===== src/wkcfg_map.svh =====
`ifndef WKCFG_MAP_SVH
`define WKCFG_MAP_SVH
// filter field codes
`define WKCFG_FLT_STATIC16 2'h0
`define WKCFG_FLT_STATIC64 2'h1
`define WKCFG_FLT_CYCLIC_T1 2'h2
`define WKCFG_FLT_CYCLIC_T2 2'h3
// pull field codes
`define WKCFG_PULL_NONE 2'h0
`define WKCFG_PULL_DOWN 2'h1
`define WKCFG_PULL_UP 2'h2
`define WKCFG_PULL_AUTO 2'h3
// reset values
`define WKCFG_PULL_RST 6'h00
`define WKCFG_FLT_RST 6'h00
`define WKCFG_MEAS_RST 1'h0
// timing
`define WKCFG_CLK_MHZ 20
`define WKCFG_FILT_SHORT_US 16
`define WKCFG_FILT_LONG_US 64
`define WKCFG_FILT_SHORT_CYC (`WKCFG_FILT_SHORT_US * `WKCFG_CLK_MHZ)
`define WKCFG_FILT_LONG_CYC (`WKCFG_FILT_LONG_US * `WKCFG_CLK_MHZ)
`endif


===== src/wkcfg_pkg.sv =====
package wkcfg_pkg;
  typedef enum logic [1:0] {
    wkcfg_mode_normal,
    wkcfg_mode_stop,
    wkcfg_mode_sleep,
    wkcfg_mode_other
  } wkcfg_mode_t;

  typedef logic [11:0] wkcfg_cnt_t;

  typedef struct packed {
    logic [2:0] sync1;
    logic [2:0] sync2;
    logic [2:0] level;
    logic [2:0] cand;
    wkcfg_cnt_t [2:0] cnt;
    logic [2:0] active;
    logic [2:0] wake_event;
    logic [2:0] level_status;
    logic [2:0] pull_up_en;
    logic [2:0] pull_down_en;
    logic switch_closed;
    logic wake_request;
    logic spi_fail;
    logic restart;
    logic sleep_ok;
  } wkcfg_state_t;
endpackage


===== src/wkcfg_core.sv =====
`timescale 1ns/1ps
`include "wkcfg_map.svh"
module wkcfg_core (
  // clock and reset
  input wire logic clock,
  input wire logic rst,
  // wake pins, after the comparator
  input wire logic [2:0] wake_pin,
  // configuration, two pull and two filter bits per input, one source enable bit per input
  input wire logic [5:0] wake_pull_control_reg,
  input wire logic [5:0] wake_filter_control_reg,
  input wire logic [2:0] wake_source_enable_reg,
  input wire logic measurement_enable,
  input wire logic other_wake_source_enabled,
  // operating mode and sleep command
  input wire wkcfg_pkg::wkcfg_mode_t op_mode,
  input wire logic sleep_command,
  // cyclic sense sample windows from the timers
  input wire logic first_timer_on,
  input wire logic second_timer_on,
  // status clear
  input wire logic [2:0] wake_event_clear,
  // outputs
  output logic [2:0] wake_event_status_first,
  output logic [2:0] wake_pin_level_status,
  output logic [2:0] pull_up_enable,
  output logic [2:0] pull_down_enable,
  output logic measurement_switch,
  output logic wake_request,
  output logic spi_fail,
  output logic restart_request,
  output logic sleep_accept
);
  import wkcfg_pkg::*;

  wkcfg_state_t state;
  wkcfg_state_t next_state;

  function automatic wkcfg_cnt_t filt_len(input logic [1:0] code);
    if (code == `WKCFG_FLT_STATIC64) begin
      filt_len = wkcfg_cnt_t'(`WKCFG_FILT_LONG_CYC);
    end else begin
      filt_len = wkcfg_cnt_t'(`WKCFG_FILT_SHORT_CYC);
    end
  endfunction

  function automatic logic sense_on(input logic [1:0] code, input logic t1, input logic t2);
    case (code)
      `WKCFG_FLT_CYCLIC_T1: sense_on = t1;
      `WKCFG_FLT_CYCLIC_T2: sense_on = t2;
      default: sense_on = 1'b1;
    endcase
  endfunction

  always_comb begin
    logic [1:0] pcode;
    logic [1:0] fcode;
    logic gated;
    logic evt;
    logic ok;
    pcode = 2'h0;
    fcode = 2'h0;
    gated = 1'b0;
    evt = 1'b0;
    ok = 1'b0;
    next_state = state;
    next_state.sync1 = wake_pin;
    next_state.sync2 = state.sync1;
    next_state.wake_request = 1'b0;
    next_state.spi_fail = 1'b0;
    next_state.restart = 1'b0;
    next_state.sleep_ok = 1'b0;
    for (int i = 0; i < 3; i++) begin
      pcode = wake_pull_control_reg[2*i +: 2];
      fcode = wake_filter_control_reg[2*i +: 2];
      gated = measurement_enable && (i < 2);
      evt = 1'b0;
      next_state.active[i] = sense_on(fcode, first_timer_on, second_timer_on);
      // cyclic sense only looks while the timer window is open
      if (!next_state.active[i]) begin
        next_state.cnt[i] = '0;
        next_state.cand[i] = state.level[i];
      end else if (state.sync2[i] != state.cand[i]) begin
        next_state.cand[i] = state.sync2[i];
        next_state.cnt[i] = '0;
      end else if (state.cand[i] != state.level[i]) begin
        if (state.cnt[i] >= filt_len(fcode) - wkcfg_cnt_t'(1)) begin
          next_state.level[i] = state.cand[i];
          next_state.cnt[i] = '0;
          evt = 1'b1;
        end else begin
          next_state.cnt[i] = state.cnt[i] + wkcfg_cnt_t'(1);
        end
      end
      if (!gated) begin
        next_state.level_status[i] = next_state.level[i];
      end
      // set wins over clear
      if (wake_event_clear[i]) begin
        next_state.wake_event[i] = 1'b0;
      end
      if (evt && !gated && wake_source_enable_reg[i]) begin
        next_state.wake_event[i] = 1'b1;
        next_state.wake_request = 1'b1;
      end
      if (gated) begin
        next_state.pull_up_en[i] = 1'b0;
        next_state.pull_down_en[i] = 1'b0;
      end else begin
        case (pcode)
          `WKCFG_PULL_DOWN: begin
            next_state.pull_up_en[i] = 1'b0;
            next_state.pull_down_en[i] = 1'b1;
          end
          `WKCFG_PULL_UP: begin
            next_state.pull_up_en[i] = 1'b1;
            next_state.pull_down_en[i] = 1'b0;
          end
          `WKCFG_PULL_AUTO: begin
            next_state.pull_up_en[i] = next_state.level[i];
            next_state.pull_down_en[i] = !next_state.level[i];
          end
          default: begin
            next_state.pull_up_en[i] = 1'b0;
            next_state.pull_down_en[i] = 1'b0;
          end
        endcase
      end
    end
    next_state.switch_closed = measurement_enable && (op_mode == wkcfg_mode_normal);
    if (sleep_command) begin
      ok = other_wake_source_enabled || wake_source_enable_reg[2] ||
           (!measurement_enable && (wake_source_enable_reg[1:0] != 2'h0));
      if (measurement_enable && !ok && (wake_source_enable_reg[1:0] != 2'h0)) begin
        next_state.spi_fail = 1'b1;
        next_state.restart = 1'b1;
      end else begin
        next_state.sleep_ok = 1'b1;
      end
    end
  end

  // pins settle at reset with pulls off, so the level history starts low
  always_ff @(posedge clock or posedge rst) begin
    if (rst) begin
      state <= '0;
    end else begin
      state <= next_state;
    end
  end

  assign wake_event_status_first = state.wake_event;
  assign wake_pin_level_status = state.level_status;
  assign pull_up_enable = state.pull_up_en;
  assign pull_down_enable = state.pull_down_en;
  assign measurement_switch = state.switch_closed;
  assign wake_request = state.wake_request;
  assign spi_fail = state.spi_fail;
  assign restart_request = state.restart;
  assign sleep_accept = state.sleep_ok;
endmodule // wkcfg_core


===== config.mk =====
export PLATFORM = sky130hd
export DESIGN_NAME = wkcfg_core
export DESIGN_NICKNAME = d
export VERILOG_FILES = /design/src/wkcfg_pkg.sv /design/src/wkcfg_core.sv
export VERILOG_INCLUDE_DIRS = /design/src /design/src/src
export SDC_FILE = /design/constraint.sdc
export NUM_CORES = 1
export LEC_CHECK = 0
export BUFFER_PORTS_ARGS = -buffer_cell sky130_fd_sc_hd__buf_2
export CAP_MARGIN = 20
export CORE_ASPECT_RATIO = 0.75
export CORE_MARGIN = 4
export CORE_UTILIZATION = 58
export CTS_CLUSTER_SIZE = 30
export DETAILED_ROUTE_END_ITERATION = 10
export GPL_ROUTABILITY_DRIVEN = 1
export PLACE_DENSITY = 0.8
export SETUP_SLACK_MARGIN = 0.3
export SLEW_MARGIN = 15
export SYNTH_ARGS = -nofsm -noshare
export SYNTH_HDL_FRONTEND = slang
export SYNTH_SLANG_ARGS = --single-unit

===== constraint.sdc =====
create_clock -name clock -period 2.5 [get_ports clock]
set_input_delay 0.5 -clock clock [delete_from_list [all_inputs] [get_ports clock]]
set_output_delay 0.5 -clock clock [all_outputs]
set_load 0.01 [all_outputs]

-- Word level (Yosys, flattened, before mapping)
Cells that the tools add are included.
Widths: inputs -> output; s select.
- $add $sub $neg: 6
- $lt $le $gt $ge: 3
- equal/unequal tests: 30
- mux-type cells: 79
- reduce and logical (&&, ||, !) cells: 21
- operators with widths (cell ; count):
    $mux 12 ; 21
    $mux 1 ; 44
    $add 12x1->12 const B ; 3
    $ge 12x12->1 ; 3
    $sub 12x1->12 const B ; 3
    $mux 11 ; 3
    $eq 2x2->1 const B ; 12
    $pmux 1 s2 ; 9
    $eq 2x1->1 const B ; 6
    $logic_and 1x1->1 ; 9
    $ne 3x1->1 const B ; 3
    $reduce_bool 2->1 ; 4
    $ne 1x1->1 ; 6
    $ne 2x1->1 const B ; 3
    $logic_not 1->1 ; 5
    $mux 3 ; 1
    $logic_not 2->1 ; 1
    $logic_or 1x1->1 ; 2
    $mux 2 ; 1
- register bits after elaboration: 65
- output and inout bits: 17
- word-level logic and storage cells: 160

-- Depth between registers and ports, before layout
Gate-level depths: netlist of run 1.
- depth after elaboration: 16
- depth in mapped cells: 9
- mapped depth without buffers: 8

-- Least setup slack after synthesis of run 1
No wires, ideal clock.
- kind: input-to-reg
- start point: input wake_filter_control_reg[3]
- end point: register state[42] in the netlist's numbering
- data arrival time: 2.196 ns
- required time: 2.422 ns
- slack: 0.226 ns
- cell stages on the path: 7
- path through: nand2b_1 ha_1 nand3b_1 o211ai_1 or2_1 or4_1 a21oi_1
- word-level cells in the longest chain between the ends: 11
- elaborated cells between the ends (all ways): 15
- classes of those cells: add/sub (1); order compare (1); eq/ne (4); mux (9)
- RTL lines (element ; RTL line ; source):
    start, declared ; wkcfg_core.sv:11 ; input wire logic [5:0] wake_filter_control_reg,
    $eq 2x1->1 (no line) ; - ;
    $mux 11 ; wkcfg_core.sv:40 ; if (code == `WKCFG_FLT_STATIC64) begin
    $mux 12 ; wkcfg_core.sv:86 ; end else if (state.cand[i] != state.level[i]) begin
    $mux 12 ; wkcfg_core.sv:83 ; end else if (state.sync2[i] != state.cand[i]) begin
    $mux 12 ; wkcfg_core.sv:80 ; if (!next_state.active[i]) begin
    $sub 12x1->12 ; wkcfg_core.sv:87 ; if (state.cnt[i] >= filt_len(fcode) - wkcfg_cnt_t'(1)) begin
    $ge 12x12->1 ; wkcfg_core.sv:87 ;
    $mux 12 ; wkcfg_core.sv:87 ;
    $mux 12 ; wkcfg_core.sv:86 ;
    $mux 12 ; wkcfg_core.sv:83 ;
    $mux 12 ; wkcfg_core.sv:80 ;
    end signal, assigned ; wkcfg_core.sv:148 ; state <= next_state;
    end, declared ; wkcfg_core.sv:36 ; wkcfg_state_t state;
Several ways; a longest one is shown, not always the timed one. The select of a mux whose other input is x is not followed.
A chain may end at the register's enable or synchronous reset.

==> results of run 1 <==
==> power by group through the flow <==
stage                     Sequential [mW]  Combinational (mW)  Clock [mW]
after global routing                 1.08               0.329       0.951
after detailed placement             1.09               0.292           0
after global placement               1.09               0.289           0
after floorplan                      1.09               0.204           0
after CTS                            1.07               0.293       0.909
final                                1.07               0.295       0.879
==> routing by layer <==
layer  global-route usage [%]  routed length [um]  share of wire (%)  vias to the layer above
met3                     6.40                 620                8.2                        5
met1                     30.0                3510                 46                     1361
met4                     7.88                  74               0.98                        0
met2                     34.8                3380                 45                      106
met5                        0                   0                  0                        -
li1                         -                   -                  -                     1384
==> what timing repair did <==
item / in CTS / in global routing
setup buffers: 0 / 2
setup endpoints to repair: 0 / 10
resized for setup: 0 / 2
==> worst max-delay path, delay by kind of cell <==
kind,cells,cell delay [ns]
buffers and inverters,3,0.45
AO/OA/AOI/OAI,2,0.41
adder cells (fa/ha/maj),1,0.32
AND/OR/NAND/NOR,4,0.66
==> cells in the final DEF (no fill, tap or decap), types with 3 or more instances in the layout <==
cell type	Yosys	final
nor3b_1	14	14
a21oi_1	15	14
buf_4	13	13
a21o_1	5	5
and4_1	5	5
inv_1	14	13
and3_1	9	9
nor4_4	3	3
mux2_2	6	6
nor3_1	7	7
ha_1	15	15
a211oi_1	4	4
and2_1	5	5
nand3_1	12	12
o22ai_1	3	3
o211ai_1	3	3
a32o_1	16	16
clkinv_4	0	3
nand3b_1	5	5
mux2i_1	7	7
dfrtp_1	63	63
nor2_1	16	16
nand2_1	22	22
nand4_1	4	4
xnor2_1	5	5
xor2_1	4	4
clkbuf_8	0	9
buf_2	3	46
o21ai_0	22	22
==> synth_stat cells (3+ instances only) <==
master	instances	area (um2)
nand2b_1	4	25.0
o22ai_1	3	18.8
inv_1	14	52.6
mux2_2	6	67.6
dfrtp_1	63	1580
a21oi_1	15	75.1
nor4_4	3	63.8
and3_1	9	56.3
mux2i_1	7	70.1
nand2_1	22	82.6
nand3b_1	5	37.5
nor3b_1	14	105
buf_2	3	15.0
buf_4	13	97.6
and2_1	5	31.3
nor2_1	16	60.1
or2_2	3	18.8
clkbuf_1	5	18.8
nor3_1	7	35.0
nand3_1	12	60.1
xnor2_1	5	43.8
a32o_1	16	160
a211oi_1	4	30.0
o211ai_1	3	22.5
a21o_1	5	37.5
nand4_1	4	25.0
ha_1	15	188
xor2_1	4	35.0
and4_1	5	43.8
o21ai_0	22	110
==> worst max path at each step <==
| stage | from | end | slack, ns | cells past startpoint |
|---|---|---|---|---|
| after floorplan | wake_filter_control_reg[3] | state[42] | 0.29 | 7 |
| after global placement | wake_filter_control_reg[5] | state[50] | 0.08 | 9 |
| after detailed placement | wake_filter_control_reg[3] | state[42] | 0.03 | 8 |
| after CTS | state[30] | wake_pin_level_status[0] | 0.41 | 6 |
| after global routing | wake_filter_control_reg[5] | pull_up_enable[2] | 0.25 | 9 |
| final | wake_filter_control_reg[5] | wake_request | 0.38 | 10 |
==> per-stage QoR <==
stage	instances	power [mW]
5_1_grt	477	2.36
6_report	477	2.25
3_5_place_dp	459	1.39
3_3_place_gp	459	1.38
2_1_floorplan	346	1.29
4_1_cts	475	2.28
==> cell families after synthesis <==
group	after synthesis	synth area share (%)
muxes	15	4.71
adders and majority gates	15	5.27
AOI/OAI and AO/OA	87	17.3
DFF	63	44.3
and+or+nand+nor	121	21.0
xor gates and xnor gates	9	2.21
buffers and inverters	36	5.27
==> flip-flops by register name (all words and copies together), names as in the netlist <==
signal                   count
measurement_switch           1
next_state                   3
pull_down_enable             3
pull_up_enable               3
restart_request              1
sleep_accept                 1
state                       44
wake_event_status_first      3
wake_pin_level_status        3
wake_request                 1
==> layout make-up <==
type / count / area (um2) / share of cell area (%)
Timing Repair Buffer: 59 / 328 / 8.04
Clock buffer: 10 / 128 / 3.13
Multi-Input combinational cell: 247 / 1830 / 44.8
Tap cell: 78 / 97.6 / 2.39
Clock inverter: 6 / 71.3 / 1.75
Sequential cell: 63 / 1580 / 38.7
Inverter: 14 / 52.6 / 1.29
==> summary.md, run 1 <==
| Metric | Value |
|---|---|
| Status | finished, final reports clean |
| Least-Margin Pin Slew | 0.753 ns |
| Worst-path cell chain | buf_2 -> nand2b_1 -> ha_1 -> nand3b_1 -> o211ai_1 -> buf_4 -> nor2_1 -> nor3_1 -> buf_4 -> a311o_1 |
| Min cycle time layout | 2.12 ns |
| Final Hold Vio Count | 0 |
| DR vias | 2856 |
| Core Footprint | 0.00589 mm2 |
| Max-cap viol count | 0 |
| Synth Instances | 346 |
| H-tree depth | 3 |
| R2R cell count | 8 |
| Max IR drop VDD | 412 uV |
| Die X | 98.5 um |
| DRC | 0 |
| Crit-path slowest cell | ha_1 |
| Top Ports | 47 |
| GRT Residual Overflow | 0 |
| Synthesized cell area | 0.00356 mm2 |
| Final Slew Violations | 0 |
| Layout fillers | 465 |
| Reg2reg start | state[51] |
| Placement Setup Slack | 0.0324 ns |
| # clock sinks | 63 |
| Fin crit share | 85.0% |
| Layout Utilization | 69.3% |
| Chip height | 75.9 um |
| Share of flip-flops with an asynchronous set or reset | 100% |
| Critical Path RT | 2.72 ns |
| Setup TNS Final | 0 ns |
| Slew headroom | 49.6% |
| Drt via density | 5.99 |
| Clock Latency Late Sink | 0.34 ns |
| Worst Skew | 0.00771 ns |
| Final worst slack | 0.375 ns |
| Reg power frac | 47.8% |
| CTS tree | built |
| Finish-stage setup viols | 0 |
| Ys flop type | dfrtp_1 |
| Gr usage total | 22.2% |
| Drt first pass iters | 4 |
| Largest net degree at the start of global routing | 23 |
| HPWL after detailed placement | 5.54 mm |
| Synth Register Bits | 63 |
| Hold Slack | 0.158 ns |
| FF-to-FF setup slack | 0.39 ns |
| Clock buffer count from CTS | 9 |
| Initial DRC Count | 188 |
| RR Endpoint | wake_request |
| Initial antenna violation count | 0 |
| NetSw | 623 uW |
| Antenna viol nets, final | 0 |
| PortBufs | 46 |
| Layout Nets | 439 |
| Internal Power | 1.63 mW |
| Hold-fix buffers, CTS | 0 |
| Vias in the first global route | 2752 |
| Seq/Total Area, Yosys | 44.3% |
| Avg Synthesized Cell Area | 10.3 um2 |
| Static leakage | 1.94 nW |
| CP dominant cell by count | buf_4 |
| Drt total wl | 7.59 mm |
| Post-synth cell types | 56 |
| Clock network fraction of total power | 39.1% |
| CTS max path bufs | 2 |
| Clock root cell | clkbuf_8 |
| Ant. Diodes | 0 |
| Comb pwr share | 13.1% |
| RePlAce Congestion | 0.853 |
| Yosys Warn Count | 0 |
| Crit. End Element | flop |
| CTS clk-pin slew, worst paths | 0.07 ns |
| RSZ-0062 raised after global routing | true |
| Design Area, Final | 0.00408 mm2 |
| Starting Density | 60.5% |
| Max Fclk | 471 MHz |
| Routed len/inst | 15.9 um |
| CP max stage delay | 0.32 ns |
| Area after DPL | 0.00385 mm2 |
| First-pass GRT wire length | 13.0 mm |
| Layout cell share with drive strength beyond 1 | 25.1% |
| P&R area growth vs syn | 14.5% |
| CP max FO | 6 |
| CP Class | in -> reg |
| Die area | 0.00747 mm2 |
| Core Rows | 24 |
| Critical path arrival | 2.34 ns |
| EDFF count, synth | 0 |
| Pwr Density | 551 mW/mm2 |
| Hold/Removal Path Class | in -> async |
| Synth Net Count | 391 |
| Sw Share | 27.7% |
| Startpoint Class | input port |
Power figures use the tool's default switching activity.
==> run 2, diff against run 1 <==
--- a/config.mk
+++ b/config.mk
@@ -10,11 +10,11 @@
 export CAP_MARGIN = 20
 export CORE_ASPECT_RATIO = 0.75
 export CORE_MARGIN = 4
-export CORE_UTILIZATION = 58
+export CORE_UTILIZATION = 52
 export CTS_CLUSTER_SIZE = 30
 export DETAILED_ROUTE_END_ITERATION = 10
 export GPL_ROUTABILITY_DRIVEN = 1
-export PLACE_DENSITY = 0.8
+export PLACE_DENSITY = 0.76
 export SETUP_SLACK_MARGIN = 0.3
 export SLEW_MARGIN = 15
 export SYNTH_ARGS = -nofsm -noshare
==> constraint.sdc (replaced) <==
create_clock -name clock -period 1.8 [get_ports clock]
set_input_delay 0.36 -clock clock [delete_from_list [all_inputs] [get_ports clock]]
set_output_delay 0.36 -clock clock [all_outputs]
set_load 0.01 [all_outputs]
==> summary.md, run 2 (synthesis results as in run 1) <==
| Metric | Value |
|---|---|
| Status | finished with violations (was finished, final reports clean) |
| Failing checks | negative setup slack |
| M2 GR Usage | 41.8% (was 34.8%) |
| Finished Layout Cells | 551 (was 477) |
| Startpoint Class | flop (was input port) |
| Initial DRC Count | 127 (was 188) |
| Chip height | 79.7 um (was 75.9 um) |
| Critical Path RT | 2.03 ns (was 2.72 ns) |
| Static leakage | 2.40 nW (was 1.94 nW) |
| Gr usage total | 24.8% (was 22.2%) |
| GRT Residual Overflow | 0 (unchanged) |
| Max reg flops | 44 (unchanged) |
| Crit-path slowest cell | dfrtp_1 (was ha_1) |
| Least-Margin Pin Slew | 0.515 ns (was 0.753 ns) |
| Antenna viol nets, final | 0 (unchanged) |
| Ant. Diodes | 0 (unchanged) |
| Commonest non-fill, non-tap cell in the layout | buf_4 (was dfrtp_1) |
| Max-cap viol count | 0 (unchanged) |
| Core Footprint | 0.00647 mm2 (was 0.00589 mm2) |
| GR Layer Usage met3 | 6.06% (was 6.40%) |
| Finish-stage setup viols | 39 (was 0) |
| Fin crit share | 112% |
| DR vias | 3220 (was 2856) |
| Starting Density | 55.0% (was 60.5%) |
| Clock root cell | clkbuf_8 (unchanged) |
| Die X | 104 um (was 98.5 um) |
| CTS clk-pin slew, worst paths | 0.08 ns (was 0.07 ns) |
| Drt total wl | 9.96 mm (was 7.59 mm) |
| H-tree depth | 3 (unchanged) |
| HPWL after detailed placement | 6.77 mm (was 5.54 mm) |
| Layout Nets | 510 (was 439) |
| Crit-path leading delay family | multiplexers (was simple AND/OR/NAND/NOR gates) |
| Max IR drop VDD | 697 uV (was 412 uV) |
| CP Class | reg -> reg (was in -> reg) |
| Commonest cells after routing, fill and taps aside | 71 x buf_4, 63 x dfrtp_1, 46 x buf_2, 20 x nand2_1, 14 x nor3b_1 (was 63 x dfrtp_1, 46 x buf_2, 22 x o21ai_0, 22 x nand2_1) |
| Die area | 0.00825 mm2 (was 0.00747 mm2) |
| Clock buffer count from CTS | 9 (unchanged) |
| CTS max path bufs | 2 (unchanged) |
| CP max stage delay | 0.45 ns (was 0.32 ns) |
| Min cycle time layout | 2.02 ns |
| First-pass GRT wire length | 16.3 mm (was 13.0 mm) |
| Top Ports | 47 (unchanged) |
| CTS tree | built (unchanged) |
| Clock Latency Late Sink | 0.35 ns (was 0.34 ns) |
| M1 GR Usage | 32.3% (was 30.0%) |
| CP dominant cell by count | mux2_4 (was buf_4) |
| Crit. End Element | flop (unchanged) |
| Layout Utilization | 78.5% (was 69.3%) |
| Initial antenna violation count | 0 (unchanged) |
| P&R area growth vs syn | 42.7% (was 14.5%) |
| Placement Setup Slack | -0.484 ns (was 0.0324 ns) |
| RePlAce Congestion | 0.887 (was 0.853) |
| Final Hold Vio Count | 0 (unchanged) |
| Biggest register | state (unchanged) |
| # clock sinks | 63 (unchanged) |
| RSZ-0062 raised after global routing | true (unchanged) |
| Area after DPL | 0.00448 mm2 (was 0.00385 mm2) |
| Placed insts | 523 (was 459) |
| Drt first pass iters | 5 (was 4) |
| PortBufs | 46 (unchanged) |
| DRC | 0 (unchanged) |
| Setup TNS Final | -4.93 ns (was 0 ns) |
| Layout cell share with drive strength beyond 1 | 49.1% (was 25.1%) |
| Worst-path cell chain | ha_4 -> a21oi_2 -> o211ai_1 -> o21ai_2 -> mux2_4 -> mux2_4 (was buf_2 -> nand2b_1 -> ha_1 -> nand3b_1 -> o211ai_1 -> buf_4 -> nor2_1 -> nor3_1 -> buf_4 -> a311o_1) |
| Top Usage Layer GRT | met2 (unchanged) |
| CP max FO | 4 (was 6) |
| Worst Skew | 0.0157 ns (was 0.00771 ns) |
| Core Rows | 25 (was 24) |
| Final worst slack | -0.219 ns (was 0.375 ns) |
| Pwr Density | 700 mW/mm2 (was 551 mW/mm2) |
| Largest net degree at the start of global routing | 36 (was 23) |
| Max Fclk | 495 MHz |
| Slew headroom | 65.4% (was 49.6%) |
| Buf/Inv on CP | 0 (was 3) |
| Vias in the first global route | 3356 (was 2752) |
| Hold/Removal Path Class | in -> async (unchanged) |
| Design Area, Final | 0.00508 mm2 (was 0.00408 mm2) |
| Critical path arrival | 2.25 ns (was 2.34 ns) |
| Final Slew Violations | 0 (unchanged) |
| Routed len/inst | 18.1 um (was 15.9 um) |
| Drt via density | 5.84 (was 5.99) |
[run 2: cell count changes in the layout (fill, tap and decap cells not counted), sizes merged]
cell,delta
buf,+70
bufinv,+1
clkbuf,-1
clkinvlp,+1
inv,-1
or2,+1
[run 2: through the flow]
stage,total power [mW],hold WS [ns]
finish,3.56,0.0121
global route,3.72,0.0320
CTS,3.51,0.0137
detailed placement,2.09,0.344
global placement,2.07,0.337
floorplan,1.83,0.331
[run 2: repair_timing]
action	in CTS	in global routing
setup endpoints to repair	51	51
pin swaps	24	19
cloned	1	0
hold buffers	0	0
gates resized for setup	34	34
setup buffers	7	4
[run 2: layer usage]
metal	share of wire [%]	wire [um]	up-vias
met5	0	0	-
met1	43	4320	1562
met4	1.6	157	0
met2	48	4790	114
li1	-	-	1528
met3	6.9	692	16
[run 2: final cells by class]
class / count / area (um2)
tap: 81 / 101
clock buffer: 9 / 124
clock inverter: 7 / 97.6
fill: 415 / 1390
multi-input combinational: 248 / 2210
inverter: 14 / 56.3
sequential: 63 / 1580
timing repair buffer: 129 / 916
[run 2: where the power goes]
part           internal, mW  switching [mW]
clock                 0.781           0.607
sequential             1.46          0.0344
combinational         0.311           0.370
[run 2: path summary, 6_finish.rpt]
check | start | to | slack (ns) | cells after the start
min reg2reg | next_state[63] | state[63] | 0.36 | 0
min in group clock | wake_pin[0] | next_state[62] | 0.11 | 1
min | rst | state[30] | 0.01 | 2
max in group asynchronous | rst | state[45] | 1.28 | 3
max reg2reg | state[39] | wake_pin_level_status[1] | -0.22 | 6
max | state[39] | wake_pin_level_status[1] | -0.22 | 6
==> run 3, diff against run 2 <==
--- a/config.mk
+++ b/config.mk
@@ -16,6 +16,7 @@
 export GPL_ROUTABILITY_DRIVEN = 1
 export PLACE_DENSITY = 0.76
 export SETUP_SLACK_MARGIN = 0.3
+export SKIP_CTS_REPAIR_TIMING = 1
 export SLEW_MARGIN = 15
 export SYNTH_ARGS = -nofsm -noshare
 export SYNTH_HDL_FRONTEND = slang
==> summary.md, run 3 (synthesis results as in run 1) <==
| Metric | Value |
|---|---|
| Drt total wl | 9.60 mm (was 9.96 mm) |
| Die X | 104 um (unchanged) |
| RePlAce Congestion | 0.887 (unchanged) |
| CTS tree | built (unchanged) |
| Final worst slack | -0.236 ns (was -0.219 ns) |
| Finished Layout Cells | 544 (was 551) |
| Biggest register | state (unchanged) |
| HPWL after detailed placement | 6.77 mm (unchanged) |
| Commonest cells after routing, fill and taps aside | 64 x buf_4, 63 x dfrtp_1, 46 x buf_2, 21 x nand2_1, 14 x nor3b_1 (was 71 x buf_4, 63 x dfrtp_1, 46 x buf_2, 20 x nand2_1, 14 x nor3b_1) |
| Die area | 0.00825 mm2 (unchanged) |
| Area after DPL | 0.00448 mm2 (unchanged) |
| CTS max path bufs | 2 (unchanged) |
| Slew headroom | 62.7% (was 65.4%) |
| Core Rows | 25 (unchanged) |
| H-tree depth | 3 (unchanged) |
| Setup TNS Final | -5.00 ns (was -4.93 ns) |
| Drt via density | 5.93 (was 5.84) |
| Final Hold Vio Count | 0 (unchanged) |
| Clock Latency Late Sink | 0.35 ns (about the same) |
| PortBufs | 46 (unchanged) |
| Max IR drop VDD | 694 uV (was 697 uV) |
| Initial DRC Count | 190 (was 127) |
| Max-cap viol count | 0 (unchanged) |
| Fin crit share | 113% (was 112%) |
| Max reg flops | 44 (unchanged) |
| Static leakage | 2.35 nW (was 2.40 nW) |
| RSZ-0062 raised after global routing | true (unchanged) |
| Top Ports | 47 (unchanged) |
| Vias in the first global route | 3237 (was 3356) |
| First-pass GRT wire length | 15.4 mm (was 16.3 mm) |
| Drt first pass iters | 4 (was 5) |
| Gr usage total | 23.4% (was 24.8%) |
| Starting Density | 55.0% (unchanged) |
| Finish-stage setup viols | 42 (was 39) |
| DR vias | 3227 (was 3220) |
| Ant. Diodes | 0 (unchanged) |
| Routed len/inst | 17.7 um (was 18.1 um) |
| Antenna viol nets, final | 0 (unchanged) |
| Initial antenna violation count | 0 (unchanged) |
| Crit. End Element | flop (unchanged) |
| Pwr Density | 711 mW/mm2 (was 700 mW/mm2) |
| Layout Nets | 503 (was 510) |
| Min cycle time layout | 2.04 ns (was 2.02 ns) |
| Design Area, Final | 0.00494 mm2 (was 0.00508 mm2) |
| Layout cell share with drive strength beyond 1 | 46.0% (was 49.1%) |
| Clock root cell | clkbuf_8 (unchanged) |
| Critical Path RT | 2.08 ns (was 2.03 ns) |
| Startpoint Class | flop (unchanged) |
| DRC | 0 (unchanged) |
| CP Class | reg -> reg (unchanged) |
| Max Fclk | 491 MHz (was 495 MHz) |
| Final Slew Violations | 0 (unchanged) |
| Layout Utilization | 76.3% (was 78.5%) |
| Worst Skew | 0.0142 ns (was 0.0157 ns) |
| Core Footprint | 0.00647 mm2 (unchanged) |
| GRT Residual Overflow | 0 (unchanged) |
| Chip height | 79.7 um (unchanged) |
| # clock sinks | 63 (unchanged) |
| Hold/Removal Path Class | in -> async (unchanged) |
| Failing checks | negative setup slack (unchanged) |
| Clock buffer count from CTS | 9 (unchanged) |
| P&R area growth vs syn | 38.6% (was 42.7%) |
| Critical path arrival | 2.32 ns (was 2.25 ns) |
| Placed insts | 523 (unchanged) |
| Commonest non-fill, non-tap cell in the layout | buf_4 (unchanged) |
| Largest net degree at the start of global routing | 36 (unchanged) |
| CTS clk-pin slew, worst paths | 0.08 ns (about the same) |
| Least-Margin Pin Slew | 0.556 ns (was 0.515 ns) |
| CP max FO | 4 (unchanged) |
| Status | finished with violations (unchanged) |
run 3: changes by cell type in the layout (fill, tap and decap cells not counted), sizes merged:
cell / before / now
buf: 129 / 122
run 3: cell type report:
cell class,count,area (um2)
Clock buffer,9,124
Multi-Input combinational cell,248,2120
Clock inverter,7,97.6
Timing Repair Buffer,122,863
Fill cell,441,1540
Inverter,14,56.3
Sequential cell,63,1580
Tap cell,81,101
run 3: final timing paths:
check / from / end / slack [ns] / cells after the start
max: state[39] / state[42] / -0.24 / 7
min: rst / state[30] / 0.01 / 2
max reg2reg: state[39] / state[42] / -0.24 / 7
min reg2reg: next_state[62] / state[62] / 0.36 / 0
max in group asynchronous: rst / state[45] / 1.28 / 3
min in group clock: wake_pin[0] / next_state[62] / 0.11 / 1
run 3: routing by layer:
layer	track usage [%]	part of all wire, %	wire, um	vias to the layer above
met4	7.17	1.4	138	0
met5	0	0	0	-
met2	38.4	48	4610	86
met1	31.1	45	4370	1602
li1	-	-	-	1525
met3	5.50	5.1	487	14
run 3: power by group:
group	total [mW]	switching, mW	internal [mW]	leakage [nW]
Sequential	1.49	0.0312	1.46	0.849
Clock	1.38	0.599	0.781	0.105
Combinational	0.641	0.347	0.294	1.39
run 3: worst max-delay path, cell delays in order (launching register included):
cell and delay [ns]:
dfrtp_1 0.45, ha_4 0.25, a21oi_1 0.14, o211ai_1 0.14, buf_4 0.19, or2_4 0.25
or4_4 0.42, a21oi_2 0.12
run 3: through the flow:
stage	hold WS, ns	setup WS, ns	power, mW
detailed placement	0.344	-0.484	2.09
floorplan	0.331	-0.240	1.83
global placement	0.337	-0.422	2.07
finish	0.0115	-0.236	3.51
CTS	0.0137	-0.263	3.47
global route	0.0301	-0.286	3.66
